[src/verilog/dbgs_pkg.sv]
`default_nettype none
package dbgs_pkg;
  localparam int unsigned     DATA_BITS  = 8;
  localparam int unsigned     LOW_BITS   = 8;
  localparam int unsigned     FRAME_BITS = 10;
  localparam int unsigned     MIN_DIV    = 4;
  localparam int unsigned     MAX_DIV    = 512;
  localparam int unsigned     BREAK_BITS = 9;
  localparam int unsigned     CNT_W      = 13;
  localparam int unsigned     DIV_W      = 10;
  localparam int unsigned     RUN_W      = 14;
  localparam int unsigned     GUARD_W    = 3;
  localparam logic [7:0]      SYNC_CHAR  = 8'h80;
  localparam logic [CNT_W-1:0] MEAS_MIN  = 13'h0020;
  localparam logic [CNT_W-1:0] MEAS_MAX  = 13'h1007;
  localparam logic [CNT_W-1:0] MEAS_SAT  = 13'h1fff;
  localparam logic [CNT_W-1:0] ROUND_ADD = 13'h0004;
  localparam int unsigned     DIV_LSB    = 3;

  typedef enum logic [2:0] {
    ST_HUNT    = 3'b000,
    ST_MEASURE = 3'b001,
    ST_IDLE    = 3'b011,
    ST_START   = 3'b010,
    ST_DATA    = 3'b110,
    ST_STOP    = 3'b111
  } dbgs_state_e;
endpackage
`default_nettype wire

[src/verilog/dbgs_buf.sv]
`timescale 1ns/1ps
`default_nettype none
// Two-entry skid buffer; the outputs come straight from flip-flops.
module dbgs_buf (
  input  wire logic       clk,
  input  wire logic       reset,
  input  wire logic       in_valid,
  input  wire logic [7:0] in_data,
  output logic            in_ready,
  output logic            out_valid,
  input  wire logic       out_ready,
  output logic [7:0]      out_data
);
  logic       out_valid_ff;
  logic [7:0] out_data_ff;
  logic       skid_valid_ff;
  logic [7:0] skid_data_ff;
  logic       nxt_out_valid;
  logic [7:0] nxt_out_data;
  logic       nxt_skid_valid;
  logic [7:0] nxt_skid_data;

  assign in_ready  = !skid_valid_ff;
  assign out_valid = out_valid_ff;
  assign out_data  = out_data_ff;

  always_comb begin
    nxt_out_valid  = out_valid_ff;
    nxt_out_data   = out_data_ff;
    nxt_skid_valid = skid_valid_ff;
    nxt_skid_data  = skid_data_ff;
    if (!out_valid_ff || out_ready) begin
      if (skid_valid_ff) begin
        nxt_out_valid  = 1'b1;
        nxt_out_data   = skid_data_ff;
        nxt_skid_valid = in_valid;
        nxt_skid_data  = in_data;
      end else begin
        nxt_out_valid  = in_valid;
        nxt_out_data   = in_valid ? in_data : out_data_ff;
      end
    end else if (in_valid && !skid_valid_ff) begin
      nxt_skid_valid = 1'b1;
      nxt_skid_data  = in_data;
    end
  end

  always_ff @(posedge clk) begin
    if (reset) begin
      out_valid_ff  <= 1'b0;
      out_data_ff   <= 8'h00;
      skid_valid_ff <= 1'b0;
      skid_data_ff  <= 8'h00;
    end else begin
      out_valid_ff  <= nxt_out_valid;
      out_data_ff   <= nxt_out_data;
      skid_valid_ff <= nxt_skid_valid;
      skid_data_ff  <= nxt_skid_data;
    end
  end
endmodule // dbgs_buf
`default_nettype wire

[src/verilog/dbgs_top.sv]
`timescale 1ns/1ps
`default_nettype none
// How it works
// - Each character is one low start bit, eight data bits least significant first, and one high stop bit.
// - After any reset the unit does nothing until a character starts arriving on the line.
// - The low run of start bit plus seven low data bits of the sync character is timed and sets the divider.
// - Measurement and bit timing both count system-clock cycles.
// - Bit times up to 512 clock cycles are measured without the counter overflowing.
// - Bit times down to four clock cycles are still accepted on clean signals.
// - A line held low for nine or more bit times is a break and drops the measured rate.
// - After a break the host sends the sync character again and the rate is measured anew.
// - A low debug pin while the device is in stop mode requests a full system reset.
module dbgs_top (
  input  wire logic       clk,
  input  wire logic       reset,
  input  wire logic       debug_pin_in,
  output logic            debug_pin_out,
  output logic            debug_pin_oe,
  input  wire logic       stop_mode,
  output logic            sys_reset_req,
  output logic            locked,
  output logic            rx_valid,
  input  wire logic       rx_ready,
  output logic [7:0]      rx_data,
  output logic            rx_overrun,
  input  wire logic       tx_valid,
  input  wire logic [7:0] tx_data,
  output logic            tx_ready
);
  localparam int unsigned CW = dbgs_pkg::CNT_W;
  localparam int unsigned DW = dbgs_pkg::DIV_W;
  localparam int unsigned RW = dbgs_pkg::RUN_W;

  function automatic logic [CW-1:0] bit_reload(input logic [DW-1:0] div);
    bit_reload = CW'({3'b000, div} - 13'h0001);
  endfunction

  function automatic logic [RW-1:0] break_limit(input logic [DW-1:0] div);
    break_limit = RW'({4'h0, div} * 14'(dbgs_pkg::BREAK_BITS));
  endfunction

  ////////////////////////////////////////////////////////////////////////////////
  // Pin synchroniser and echo guard.
  logic                pin_meta_ff;
  logic                pin_sync_ff;
  logic                pin_del_ff;
  logic [dbgs_pkg::GUARD_W-1:0] echo_ff;
  logic                line_fall;
  logic                guard;

  always_ff @(posedge clk) begin
    if (reset) begin
      pin_meta_ff <= 1'b1;
      pin_sync_ff <= 1'b1;
      pin_del_ff  <= 1'b1;
      echo_ff     <= '0;
    end else begin
      pin_meta_ff <= debug_pin_in;
      pin_sync_ff <= pin_meta_ff;
      pin_del_ff  <= pin_sync_ff;
      echo_ff     <= {echo_ff[dbgs_pkg::GUARD_W-2:0], debug_pin_oe};
    end
  end

  // Our own drive comes back through the synchroniser, so it is ignored for a few cycles after release.
  assign guard     = debug_pin_oe | (|echo_ff);
  assign line_fall = pin_del_ff & ~pin_sync_ff & ~guard;

  ////////////////////////////////////////////////////////////////////////////////
  // Receiver, rate detector and break detector.
  dbgs_pkg::dbgs_state_e state_ff, nxt_state;
  logic [CW-1:0] cnt_ff, nxt_cnt;
  logic [DW-1:0] div_ff, nxt_div;
  logic          locked_ff, nxt_locked;
  logic [RW-1:0] run_ff, nxt_run;
  logic [2:0]    bits_ff, nxt_bits;
  logic [7:0]    shift_ff, nxt_shift;
  logic          push, overrun_ff, nxt_overrun, sysrst_ff, nxt_sysrst;
  logic          buf_ready, tx_take;
  logic [CW-1:0] meas_round;

  assign meas_round = cnt_ff + dbgs_pkg::ROUND_ADD;

  always_comb begin
    nxt_state   = state_ff;
    nxt_cnt     = cnt_ff;
    nxt_div     = div_ff;
    nxt_locked  = locked_ff;
    nxt_bits    = bits_ff;
    nxt_shift   = shift_ff;
    nxt_run     = run_ff;
    push        = 1'b0;
    unique case (state_ff)
      dbgs_pkg::ST_HUNT: begin
        if (line_fall) begin
          nxt_state = dbgs_pkg::ST_MEASURE;
          nxt_cnt   = 13'h0001;
        end
      end
      dbgs_pkg::ST_MEASURE: begin
        if (!pin_sync_ff) begin
          if (cnt_ff != dbgs_pkg::MEAS_SAT) begin
            nxt_cnt = cnt_ff + 13'h0001;
          end
        end else if (cnt_ff >= dbgs_pkg::MEAS_MIN && cnt_ff <= dbgs_pkg::MEAS_MAX) begin
          nxt_div    = meas_round[CW-1:dbgs_pkg::DIV_LSB];
          nxt_locked = 1'b1;
          nxt_state  = dbgs_pkg::ST_IDLE;
        end else begin
          nxt_state = dbgs_pkg::ST_HUNT;
        end
      end
      dbgs_pkg::ST_IDLE: begin
        if (line_fall && !tx_take) begin
          nxt_state = dbgs_pkg::ST_START;
          // One less than half a bit puts the start sample mid-bit, which matters most at four clocks a bit.
          nxt_cnt   = CW'(div_ff >> 1) - 13'h0001;
        end
      end
      dbgs_pkg::ST_START: begin
        if (cnt_ff == '0) begin
          nxt_state = pin_sync_ff ? dbgs_pkg::ST_IDLE : dbgs_pkg::ST_DATA;
          nxt_cnt   = bit_reload(div_ff);
          nxt_bits  = 3'h0;
        end else begin
          nxt_cnt = cnt_ff - 13'h0001;
        end
      end
      dbgs_pkg::ST_DATA: begin
        if (cnt_ff == '0) begin
          nxt_shift = {pin_sync_ff, shift_ff[7:1]};
          nxt_cnt   = bit_reload(div_ff);
          nxt_bits  = bits_ff + 3'h1;
          if (bits_ff == 3'h7) begin
            nxt_state = dbgs_pkg::ST_STOP;
          end
        end else begin
          nxt_cnt = cnt_ff - 13'h0001;
        end
      end
      dbgs_pkg::ST_STOP: begin
        if (cnt_ff == '0) begin
          push      = pin_sync_ff;
          nxt_state = dbgs_pkg::ST_IDLE;
        end else begin
          nxt_cnt = cnt_ff - 13'h0001;
        end
      end
      default: nxt_state = dbgs_pkg::ST_HUNT;
    endcase
    // The break counter runs beside the receiver so that it also catches a line stuck low mid-character.
    if (!locked_ff || pin_sync_ff || guard) begin
      nxt_run = '0;
    end else if (run_ff != {RW{1'b1}}) begin
      nxt_run = run_ff + 14'h0001;
    end
    if (locked_ff && run_ff >= break_limit(div_ff)) begin
      nxt_locked = 1'b0;
      nxt_state  = dbgs_pkg::ST_HUNT;
      nxt_run    = '0;
      push       = 1'b0;
    end
    nxt_overrun = push & ~buf_ready;
    nxt_sysrst  = stop_mode & ~pin_sync_ff & ~guard;
  end

  always_ff @(posedge clk) begin
    if (reset) begin
      state_ff   <= dbgs_pkg::ST_HUNT;
      cnt_ff     <= '0;
      div_ff     <= '0;
      locked_ff  <= 1'b0;
      bits_ff    <= 3'h0;
      shift_ff   <= 8'h00;
      run_ff     <= '0;
      overrun_ff <= 1'b0;
      sysrst_ff  <= 1'b0;
    end else begin
      state_ff   <= nxt_state;
      cnt_ff     <= nxt_cnt;
      div_ff     <= nxt_div;
      locked_ff  <= nxt_locked;
      bits_ff    <= nxt_bits;
      shift_ff   <= nxt_shift;
      run_ff     <= nxt_run;
      overrun_ff <= nxt_overrun;
      sysrst_ff  <= nxt_sysrst;
    end
  end

  // The line cannot be stalled, so a word arriving while both entries are full is flagged, and dropped unless rx_ready drains one that cycle.
  dbgs_buf u_buf (
    .clk       (clk),
    .reset     (reset),
    .in_valid  (push),
    .in_data   (shift_ff),
    .in_ready  (buf_ready),
    .out_valid (rx_valid),
    .out_ready (rx_ready),
    .out_data  (rx_data)
  );

  ////////////////////////////////////////////////////////////////////////////////
  // Transmitter; half duplex, it only starts while the receiver is idle and the line is high.
  logic                          tx_busy_ff, nxt_tx_busy;
  logic [dbgs_pkg::FRAME_BITS-1:0] tx_shift_ff, nxt_tx_shift;
  logic [3:0]                    tx_bits_ff, nxt_tx_bits;
  logic [CW-1:0]                 tx_cnt_ff, nxt_tx_cnt;
  logic                          tx_ready_ff, nxt_tx_ready;
  logic                          pin_out_ff, nxt_pin_out;

  assign tx_take = tx_valid & tx_ready_ff;

  always_comb begin
    nxt_tx_busy  = tx_busy_ff;
    nxt_tx_shift = tx_shift_ff;
    nxt_tx_bits  = tx_bits_ff;
    nxt_tx_cnt   = tx_cnt_ff;
    nxt_pin_out  = pin_out_ff;
    if (tx_take) begin
      nxt_tx_busy  = 1'b1;
      nxt_tx_shift = {1'b1, tx_data, 1'b0};
      nxt_pin_out  = 1'b0;
      nxt_tx_bits  = 4'h0;
      nxt_tx_cnt   = bit_reload(div_ff);
    end else if (tx_busy_ff) begin
      if (tx_cnt_ff == '0) begin
        nxt_tx_cnt   = bit_reload(div_ff);
        nxt_tx_bits  = tx_bits_ff + 4'h1;
        nxt_tx_shift = {1'b1, tx_shift_ff[dbgs_pkg::FRAME_BITS-1:1]};
        nxt_pin_out  = tx_shift_ff[1];
        if (tx_bits_ff == 4'(dbgs_pkg::FRAME_BITS - 1)) begin
          nxt_tx_busy = 1'b0;
          nxt_pin_out = 1'b1;
        end
      end else begin
        nxt_tx_cnt = tx_cnt_ff - 13'h0001;
      end
    end
    if (!nxt_locked) begin
      nxt_tx_busy = 1'b0;
      nxt_pin_out = 1'b1;
    end
    nxt_tx_ready = nxt_locked & ~nxt_tx_busy & ~tx_take & (nxt_state == dbgs_pkg::ST_IDLE) & pin_sync_ff & ~guard;
  end

  always_ff @(posedge clk) begin
    if (reset) begin
      tx_busy_ff  <= 1'b0;
      tx_shift_ff <= '1;
      tx_bits_ff  <= 4'h0;
      tx_cnt_ff   <= '0;
      tx_ready_ff <= 1'b0;
      pin_out_ff  <= 1'b1;
    end else begin
      tx_busy_ff  <= nxt_tx_busy;
      tx_shift_ff <= nxt_tx_shift;
      tx_bits_ff  <= nxt_tx_bits;
      tx_cnt_ff   <= nxt_tx_cnt;
      tx_ready_ff <= nxt_tx_ready;
      pin_out_ff  <= nxt_pin_out;
    end
  end

  assign debug_pin_out = pin_out_ff;
  assign debug_pin_oe  = tx_busy_ff;
  assign tx_ready      = tx_ready_ff;
  assign locked        = locked_ff;
  assign rx_overrun    = overrun_ff;
  assign sys_reset_req = sysrst_ff;

  ////////////////////////////////////////////////////////////////////////////////
  // Checks.
  a_idle_after_reset: assert property (@(posedge clk) reset |=> state_ff == dbgs_pkg::ST_HUNT && !locked_ff && !debug_pin_oe)
    else $error("unit not idle after reset");
  a_lock_divider: assert property (@(posedge clk) disable iff (reset)
    (state_ff == dbgs_pkg::ST_MEASURE && pin_sync_ff && cnt_ff >= dbgs_pkg::MEAS_MIN && cnt_ff <= dbgs_pkg::MEAS_MAX)
    |=> locked_ff && div_ff == $past(meas_round[CW-1:dbgs_pkg::DIV_LSB]))
    else $error("divider not loaded from measurement");
  a_measure_no_wrap: assert property (@(posedge clk) disable iff (reset)
    (state_ff == dbgs_pkg::ST_MEASURE && $past(state_ff) == dbgs_pkg::ST_MEASURE) |-> cnt_ff >= $past(cnt_ff))
    else $error("measurement counter wrapped");
  a_short_reject: assert property (@(posedge clk) disable iff (reset)
    (state_ff == dbgs_pkg::ST_MEASURE && pin_sync_ff && cnt_ff < 13'h0020 && !locked_ff) |=> !locked_ff)
    else $error("too short a sync accepted");
  a_break_unlock: assert property (@(posedge clk) disable iff (reset)
    (locked_ff && run_ff >= break_limit(div_ff)) |=> !locked_ff && state_ff == dbgs_pkg::ST_HUNT)
    else $error("break did not drop the rate");
  a_relock_path: assert property (@(posedge clk) disable iff (reset)
    $rose(locked_ff) |-> $past(state_ff) == dbgs_pkg::ST_MEASURE)
    else $error("lock without measurement");
  a_stop_reset: assert property (@(posedge clk) disable iff (reset)
    (stop_mode && !pin_sync_ff && !guard) |=> sys_reset_req)
    else $error("stop mode reset missed");
  a_tx_start_low: assert property (@(posedge clk) disable iff (reset)
    $rose(debug_pin_oe) |-> !debug_pin_out ##1 (!debug_pin_out)[*3])
    else $error("start bit not low");
  a_tx_stop_high: assert property (@(posedge clk) disable iff (reset)
    $fell(debug_pin_oe) && locked_ff |-> $past(debug_pin_out) && $past(tx_bits_ff) == 4'h9)
    else $error("frame did not end on stop bit");
  a_rx_push_stop: assert property (@(posedge clk) disable iff (reset)
    push |-> state_ff == dbgs_pkg::ST_STOP && pin_sync_ff && cnt_ff == '0)
    else $error("word pushed outside stop bit");
  a_bit_count: assert property (@(posedge clk) disable iff (reset)
    (state_ff == dbgs_pkg::ST_DATA && cnt_ff != '0) |=> cnt_ff == $past(cnt_ff) - 13'h0001)
    else $error("bit timer not counting clocks");

  c_lock: cover property (@(posedge clk) disable iff (reset) $rose(locked_ff));
  c_rx_word: cover property (@(posedge clk) disable iff (reset) push && buf_ready);
  c_break: cover property (@(posedge clk) disable iff (reset) $fell(locked_ff));
  c_tx_word: cover property (@(posedge clk) disable iff (reset) $fell(debug_pin_oe));
endmodule // dbgs_top
`default_nettype wire
[config.mk]
export PLATFORM = sky130hd
export DESIGN_NAME = dbgs_top
export DESIGN_NICKNAME = d
export VERILOG_FILES = /design/src/verilog/dbgs_pkg.sv /design/src/verilog/dbgs_buf.sv /design/src/verilog/dbgs_top.sv
export SDC_FILE = /design/constraint.sdc
export NUM_CORES = 1
export LEC_CHECK = 0
export ABC_AREA = 0
export BUFFER_PORTS_ARGS = -buffer_cell sky130_fd_sc_hd__buf_2
export CAP_MARGIN = 20
export CELL_PAD_IN_SITES_DETAIL_PLACEMENT = 1
export CELL_PAD_IN_SITES_GLOBAL_PLACEMENT = 1
export CORE_MARGIN = 2
export CORE_UTILIZATION = 47
export DETAILED_ROUTE_END_ITERATION = 6
export HOLD_SLACK_MARGIN = 0.03
export PLACE_DENSITY_LB_ADDON = 0.08
export SLEW_MARGIN = 25
export SYNTH_ARGS = -nofsm -noshare
export SYNTH_HDL_FRONTEND = slang
export SYNTH_SLANG_ARGS = --single-unit
[constraint.sdc]
create_clock -name clk -period 5.8 [get_ports clk]
set_clock_uncertainty 0.15 [all_clocks]
set_input_delay 0.58 -clock clk [delete_from_list [all_inputs] [get_ports clk]]
set_output_delay 0.58 -clock clk [all_outputs]
set_load 0.005 [all_outputs]
## Yosys cells after proc, flatten, opt, wreduce, memory -nomap -nowiden

Index checks and enable logic that the tools add are counted.

| storage, ports and cells | value |
|---|---|
| register bits | 107 |
| input bits | 14 |
| output and inout port bits | 15 |
| word-level logic and storage cells | 156 |

| operators by class | value |
|---|---|
| add/sub/neg operators | 9 |
| multiply operators | 1 |
| order comparisons | 3 |
| eq/ne operators | 18 |
| multiplexer cells | 52 |
| bitwise logic cells | 17 |
| reduce and logical (&&, ||, !) cells | 33 |

Operator list:

| cell | count |
|---|---|
| $mux 13 | 9 |
| $pmux 13 s5 | 1 |
| $mux 8 | 5 |
| $mux 3 | 11 |
| $mux 9 | 3 |
| $logic_not 13->1 | 2 |
| $sub 13x1->13 const B | 2 |
| $mux 1 | 20 |
| $pmux 3 s6 | 1 |
| $add 14x1->14 const B | 1 |
| $ge 14x14->1 | 1 |
| $mul 10x4->14 const B | 1 |
| $ne 14x14->1 const B | 1 |
| $ne 2x2->1 const B | 7 |
| $add 13x1->13 const B | 1 |
| $add 13x3->13 const B | 1 |
| $ge 13x6->1 const B | 1 |
| $le 13x13->1 const B | 1 |
| $ne 13x13->1 const B | 1 |
| $and 1x1->1 | 11 |
| $sub 10x1->11 const B | 1 |
| $reduce_and 2->1 | 5 |
| $reduce_bool 2->1 | 5 |
| $sub 9x1->10 const B | 1 |
| 20 further kinds | 40 |

## Logic depth before layout (Yosys ltp)

| depth | value |
|---|---|
| depth in word-level cells | 13 |
| mapped depth | 18 |
| mapped depth without buffers | 17 |

## Hierarchy

From an unflattened synthesis, not the netlist that was laid out.

| unflattened totals | value |
|---|---|
| cell total of the unflattened synthesis | 839 |
| area, all modules | 6777.8 um^2 |

By module, submodules not included:

| module | instances | cells an instance | area an instance (um^2) | sequential area each (um^2) |
|---|---|---|---|---|
| dbgs_top | 1 | 756 | 5954.5 | 1761.7 |
| dbgs_buf | 1 | 83 | 823.3 | 360.3 |

## Worst setup path before layout

No wires, ideal clock.

| timing path | value |
|---|---|
| path kind | register to register |
| start | register div_ff[1] |
| end | register u_buf.out_data_ff[0], in the netlist u_buf.out_data[0] |
| setup time | 134 ps |
| arrival | 3922 ps |
| path slack | 1594 ps |
| cell stages (with the launch flop) | 19 |
| period minus slack after synthesis | 4206 ps |
| path through | dfxtp_1 > ha_1 > ha_1 > inv_1 > fa_1 > nor2b_1 > o21ai_0 > a21boi_0 > o21ai_0 > nor4b_1 > nor3_1 > ha_1 > a21oi_1 > a21boi_0 > or3_1 > a2111oi_2 > or2_1 > buf_2 > a211oi_1 |

| on the way | value |
|---|---|
| cells in the longest elaborated chain, start to end | 6 |

RTL lines:

| element | line | RTL |
|---|---|---|
| from (decl) | dbgs_top.sv:73 | `logic [DW-1:0] div_ff, nxt_div;` |
| from (signal assigned) | dbgs_top.sv:181 | `div_ff <= nxt_div;` |
| $mul 10x4->14 | dbgs_top.sv:39 | `break_limit = RW'({4'h0, div} * 14'(dbgs_pkg::BREAK_BITS));` |
| $ge 14x14->1 | dbgs_top.sv:157 | `if (locked_ff && run_ff >= break_limit(div_ff)) begin` |
| $logic_and 1x1->1 | dbgs_top.sv:157 |  |
| $mux 1 | dbgs_top.sv:157 |  |
| $reduce_bool 2->1 (no line) | n/a |  |
| $reduce_and 2->1 (no line) | n/a |  |
| to (signal assigned) | dbgs_buf.sv:56 | `out_data_ff <= nxt_out_data;` |
| to (decl) | dbgs_buf.sv:15 | `logic [7:0] out_data_ff;` |

Every way passes these cells.
A chain may end at the register's enable or synchronous reset.

## Worst setup path in the final report

| timing path | value |
|---|---|
| start | register div_ff[4] |
| end | register u_buf.skid_data_ff[6] |

| on the way | value |
|---|---|
| cells in the longest elaborated chain, start to end | 7 |

RTL lines:

| element | line | RTL |
|---|---|---|
| $mul 10x4->14 | dbgs_top.sv:39 |  |
| $ge 14x14->1 | dbgs_top.sv:157 |  |
| $logic_and 1x1->1 | dbgs_top.sv:157 |  |
| $mux 1 | dbgs_top.sv:157 |  |
| $logic_and 1x1->1 | dbgs_buf.sv:42 | `end else if (in_valid && !skid_valid_ff) begin` |
| $reduce_bool 2->1 (no line) | n/a |  |
| $reduce_and 2->1 (no line) | n/a |  |
| to (signal assigned) | dbgs_buf.sv:58 | `skid_data_ff <= nxt_skid_data;` |
| to (decl) | dbgs_buf.sv:17 | `logic [7:0] skid_data_ff;` |

Every way passes these cells.

==> run metrics <==
IO Port Bufs 28; Yosys reg bits between 100 and 150; clk sinks around 110; Layout Nets around 900; Synth-to-Final Area Change 6.90%; cts hold-fix bufs 0; YS warnings 0; adder-cell share of the synthesized area 0.0811; total wire length about 20000 um; gpl congestion a little over 0.9; die height between 100 and 150 um; HP Start debug_pin_in; multi-input logic area between 4000 and 5000 um2; largest family of logic cells by synthesized area simple AND/OR/NAND/NOR gates; CP Launch Type flop; prevailing post-synth register cell dfxtp_1; sequential share of power 0.299; # resized after CTS 0; Bufs on Longest Clock Path 2; Worst slew margin 0.255; # diodes 0; count leader, synth dfxtp_1; first-pass GRT wire length ~32000 um; simple logic cell fraction of the synthesized area 0.266; Cells after Synth 845; total track usage 0.275; Seq/Total Area, Yosys 0.316; Post-Place Worst Slack roughly 0.87 ns; Worst Hold Class in2reg; min Tclk post-route between 5 and 6 ns; mean post-synth cell area 7.96 um2; Reg area roughly 2100 um2; number of synthesized flops with an enable pin 0; TritonRoute pass-1 iters 5; Fmax achieved roughly 200 MHz; mux share of post-synthesis cell area 0.0432; Tightest Pin Transition 1.11 ns; antenna violations before repair 0; Clock Latency Late Sink 0.36 ns; detailed-route via count between 6000 and 7000; Residual DRC 0; fraction of registers with async set/reset 0; Core Rows 43; status finished, final reports clean; H-tree depth 3; Yosys cell types 67; Peak VDD IR between 0.00015 and 0.0002 V; worst setup path start div_ff[4]$_SDFFE_PP0P_; Finished Cell Area 7190 um2; fin crit share 0.865; Fill cells around 1700; Worst EP arrival ~5.2 ns; Int Pwr 0.00169 W; pwr dens between 400 and 500 nW/um2; TNS Setup 0 ns; XOR/XNOR Fraction of Synth Area 0.0808; full die area ~15000 um2; Avg WL per Cell about 20 um; CP Class reg2reg; CTS root buf clkbuf_16; CTS buffer count 9; post-synth net total around 900; 1st-iter DRT viols between 400 and 500; Detail Route Antenna Nets 0; fin worst setup slack approximately 0.8 ns; max-slew violation count 0; Die X 124 um; top-area cell type share of the netlist area 0.316; R2R Path Start div_ff[4]$_SDFFE_PP0P_; static leakage between 2 and 3 nW; CTS clk-pin slew, worst paths approximately 0.070 ns; IO Pins 29; share of cells above drive strength 1 0.0789; Comb pwr share 0.514; Synth area leader dfxtp_1; vias per cell slightly above 6; Area contributors post-synth dfxtp_1 32%, ha_1 7.8%, nand2_1 5.4%; largest net degree at the start of global routing 50; Compound-Gate Fraction of Synth Area 0.163; Mapped Area slightly below 7000 um2; Core Area between 10000 and 15000 um2; Final Setup Violations 0; Final Hold Vio Count 0; Psw about 0.0015 W; critical path endpoint category flop; hpwl dp approximately 15000 um; Initial Utilization 0.482; Switching Fraction 0.478; CTS tree yes; clock power share 0.187; Critical Path Fanout Max 10; Commonest cells post-synth 106 x dfxtp_1, 96 x nand2_1, 91 x nor2_1, 42 x a21oi_1, 42 x ha_1; Post-CTS Setup Bufs 0; dpl cell area 6890 um2; RSZ-0062 raised after global routing no; Critical Path RT 5.93 ns; vias in the first global route a little over 6000; GRT overflow 0; Max-Cap Viols 0
## cell families after synthesis
logic type / count (synthesis)
compound gates: 163
buf+inv: 81
xor+xnor: 62
fa+ha+maj: 43
simple gates: 361
flops: 106
mux: 29
## per-stage QoR
step,util,hold slack [ns],std cells,power [W]
6_report,0.516,0.247,1016,0.00324
5_1_grt,0.516,0.261,1016,0.00344
4_1_cts,0.515,0.238,1016,0.00322
3_5_place_dp,0.494,0.258,1001,0.00259
3_3_place_gp,0.494,0.241,1001,0.00254
2_1_floorplan,-,0.239,845,0.00214
## worst max-delay path, stage by stage, from the launching register on
cell and delay (ns):
dfxtp_1 0.55, ha_1 0.31, ha_1 0.21, inv_1 0.07
fa_1 0.21, nor2b_1 0.06, o21ai_0 0.21, a21boi_0 0.12
o21ai_0 0.31, nor4b_1 0.28, nor3_1 0.10, ha_1 0.32
nand4_1 0.15, a2111oi_2 0.62, a211oi_1 0.20, nor3_2 0.76
mux2i_1 0.31
## worst paths after layout
path,slack (ns),endpoint,depth (start not counted)
hold reg to reg,0.27,pin_sync_ff$_SDFF_PP1_,1
hold / removal,0.25,pin_meta_ff$_SDFF_PP1_,2
setup reg to reg,0.79,u_buf.skid_data_ff[6]$_SDFFE_PP0P_,16
setup / recovery,0.79,u_buf.skid_data_ff[6]$_SDFFE_PP0P_,16
## state kept, by name (all words and copies together) (netlist names)
name	cells
rx_overrun	1
debug_pin_oe	1
tx_bits_ff	4
sys_reset_req	1
tx_cnt_ff	13
div_ff	10
cnt_ff	13
shift_ff	8
u_buf.out_data	8
pin_del_ff	1
u_buf.skid_valid_ff	1
state_ff	3
u_buf.out_valid	1
pin_meta_ff	1
echo_ff	3
locked	1
run_ff	14
u_buf.skid_data_ff	8
tx_ready	1
bits_ff	3
debug_pin_out	1
tx_shift_ff	8
pin_sync_ff	1
## cell type report
class                      instances  share of cell area
multi-input combinational        658               0.597
clock buffer                      10              0.0333
clock inverter                     5             0.00627
sequential                       106               0.295
inverter                          24              0.0125
tap                              180              0.0313
timing repair buffer              33              0.0247
## layout by cell type (no fill, tap or decap), types with 12 or more instances in the layout
cell type,netlist,final
a211oi_1,31,31
a21oi_1,42,42
buf_2,7,28
dfxtp_1,106,106
ha_1,42,42
inv_1,24,23
mux2i_1,29,29
nand2_1,96,95
nand3_1,35,35
nor2_1,91,91
nor2b_1,12,12
nor3_1,34,34
nor4_1,18,17
o21ai_0,30,30
xnor2_1,36,36
xor2_1,26,26
## routing by layer
metal	track usage	part of all wire	vias to the layer above
li1	-	-	2994
met1	0.375	0.47	3096
met2	0.448	0.47	134
met3	0.0362	0.036	39
met4	0.0923	0.021	0
met5	0	0	-
## power by group through the flow
stage	logic [W]	registers (W)	clock network [W]
2_1_floorplan	0.00128	0.000859	0
6_report	0.00166	0.000966	0.000607
3_3_place_gp	0.00157	0.000967	0
5_1_grt	0.00181	0.000985	0.000648
4_1_cts	0.00164	0.000961	0.000621
3_5_place_dp	0.00162	0.000978	0
No activity file was read; power rests on OpenSTA's default activity.
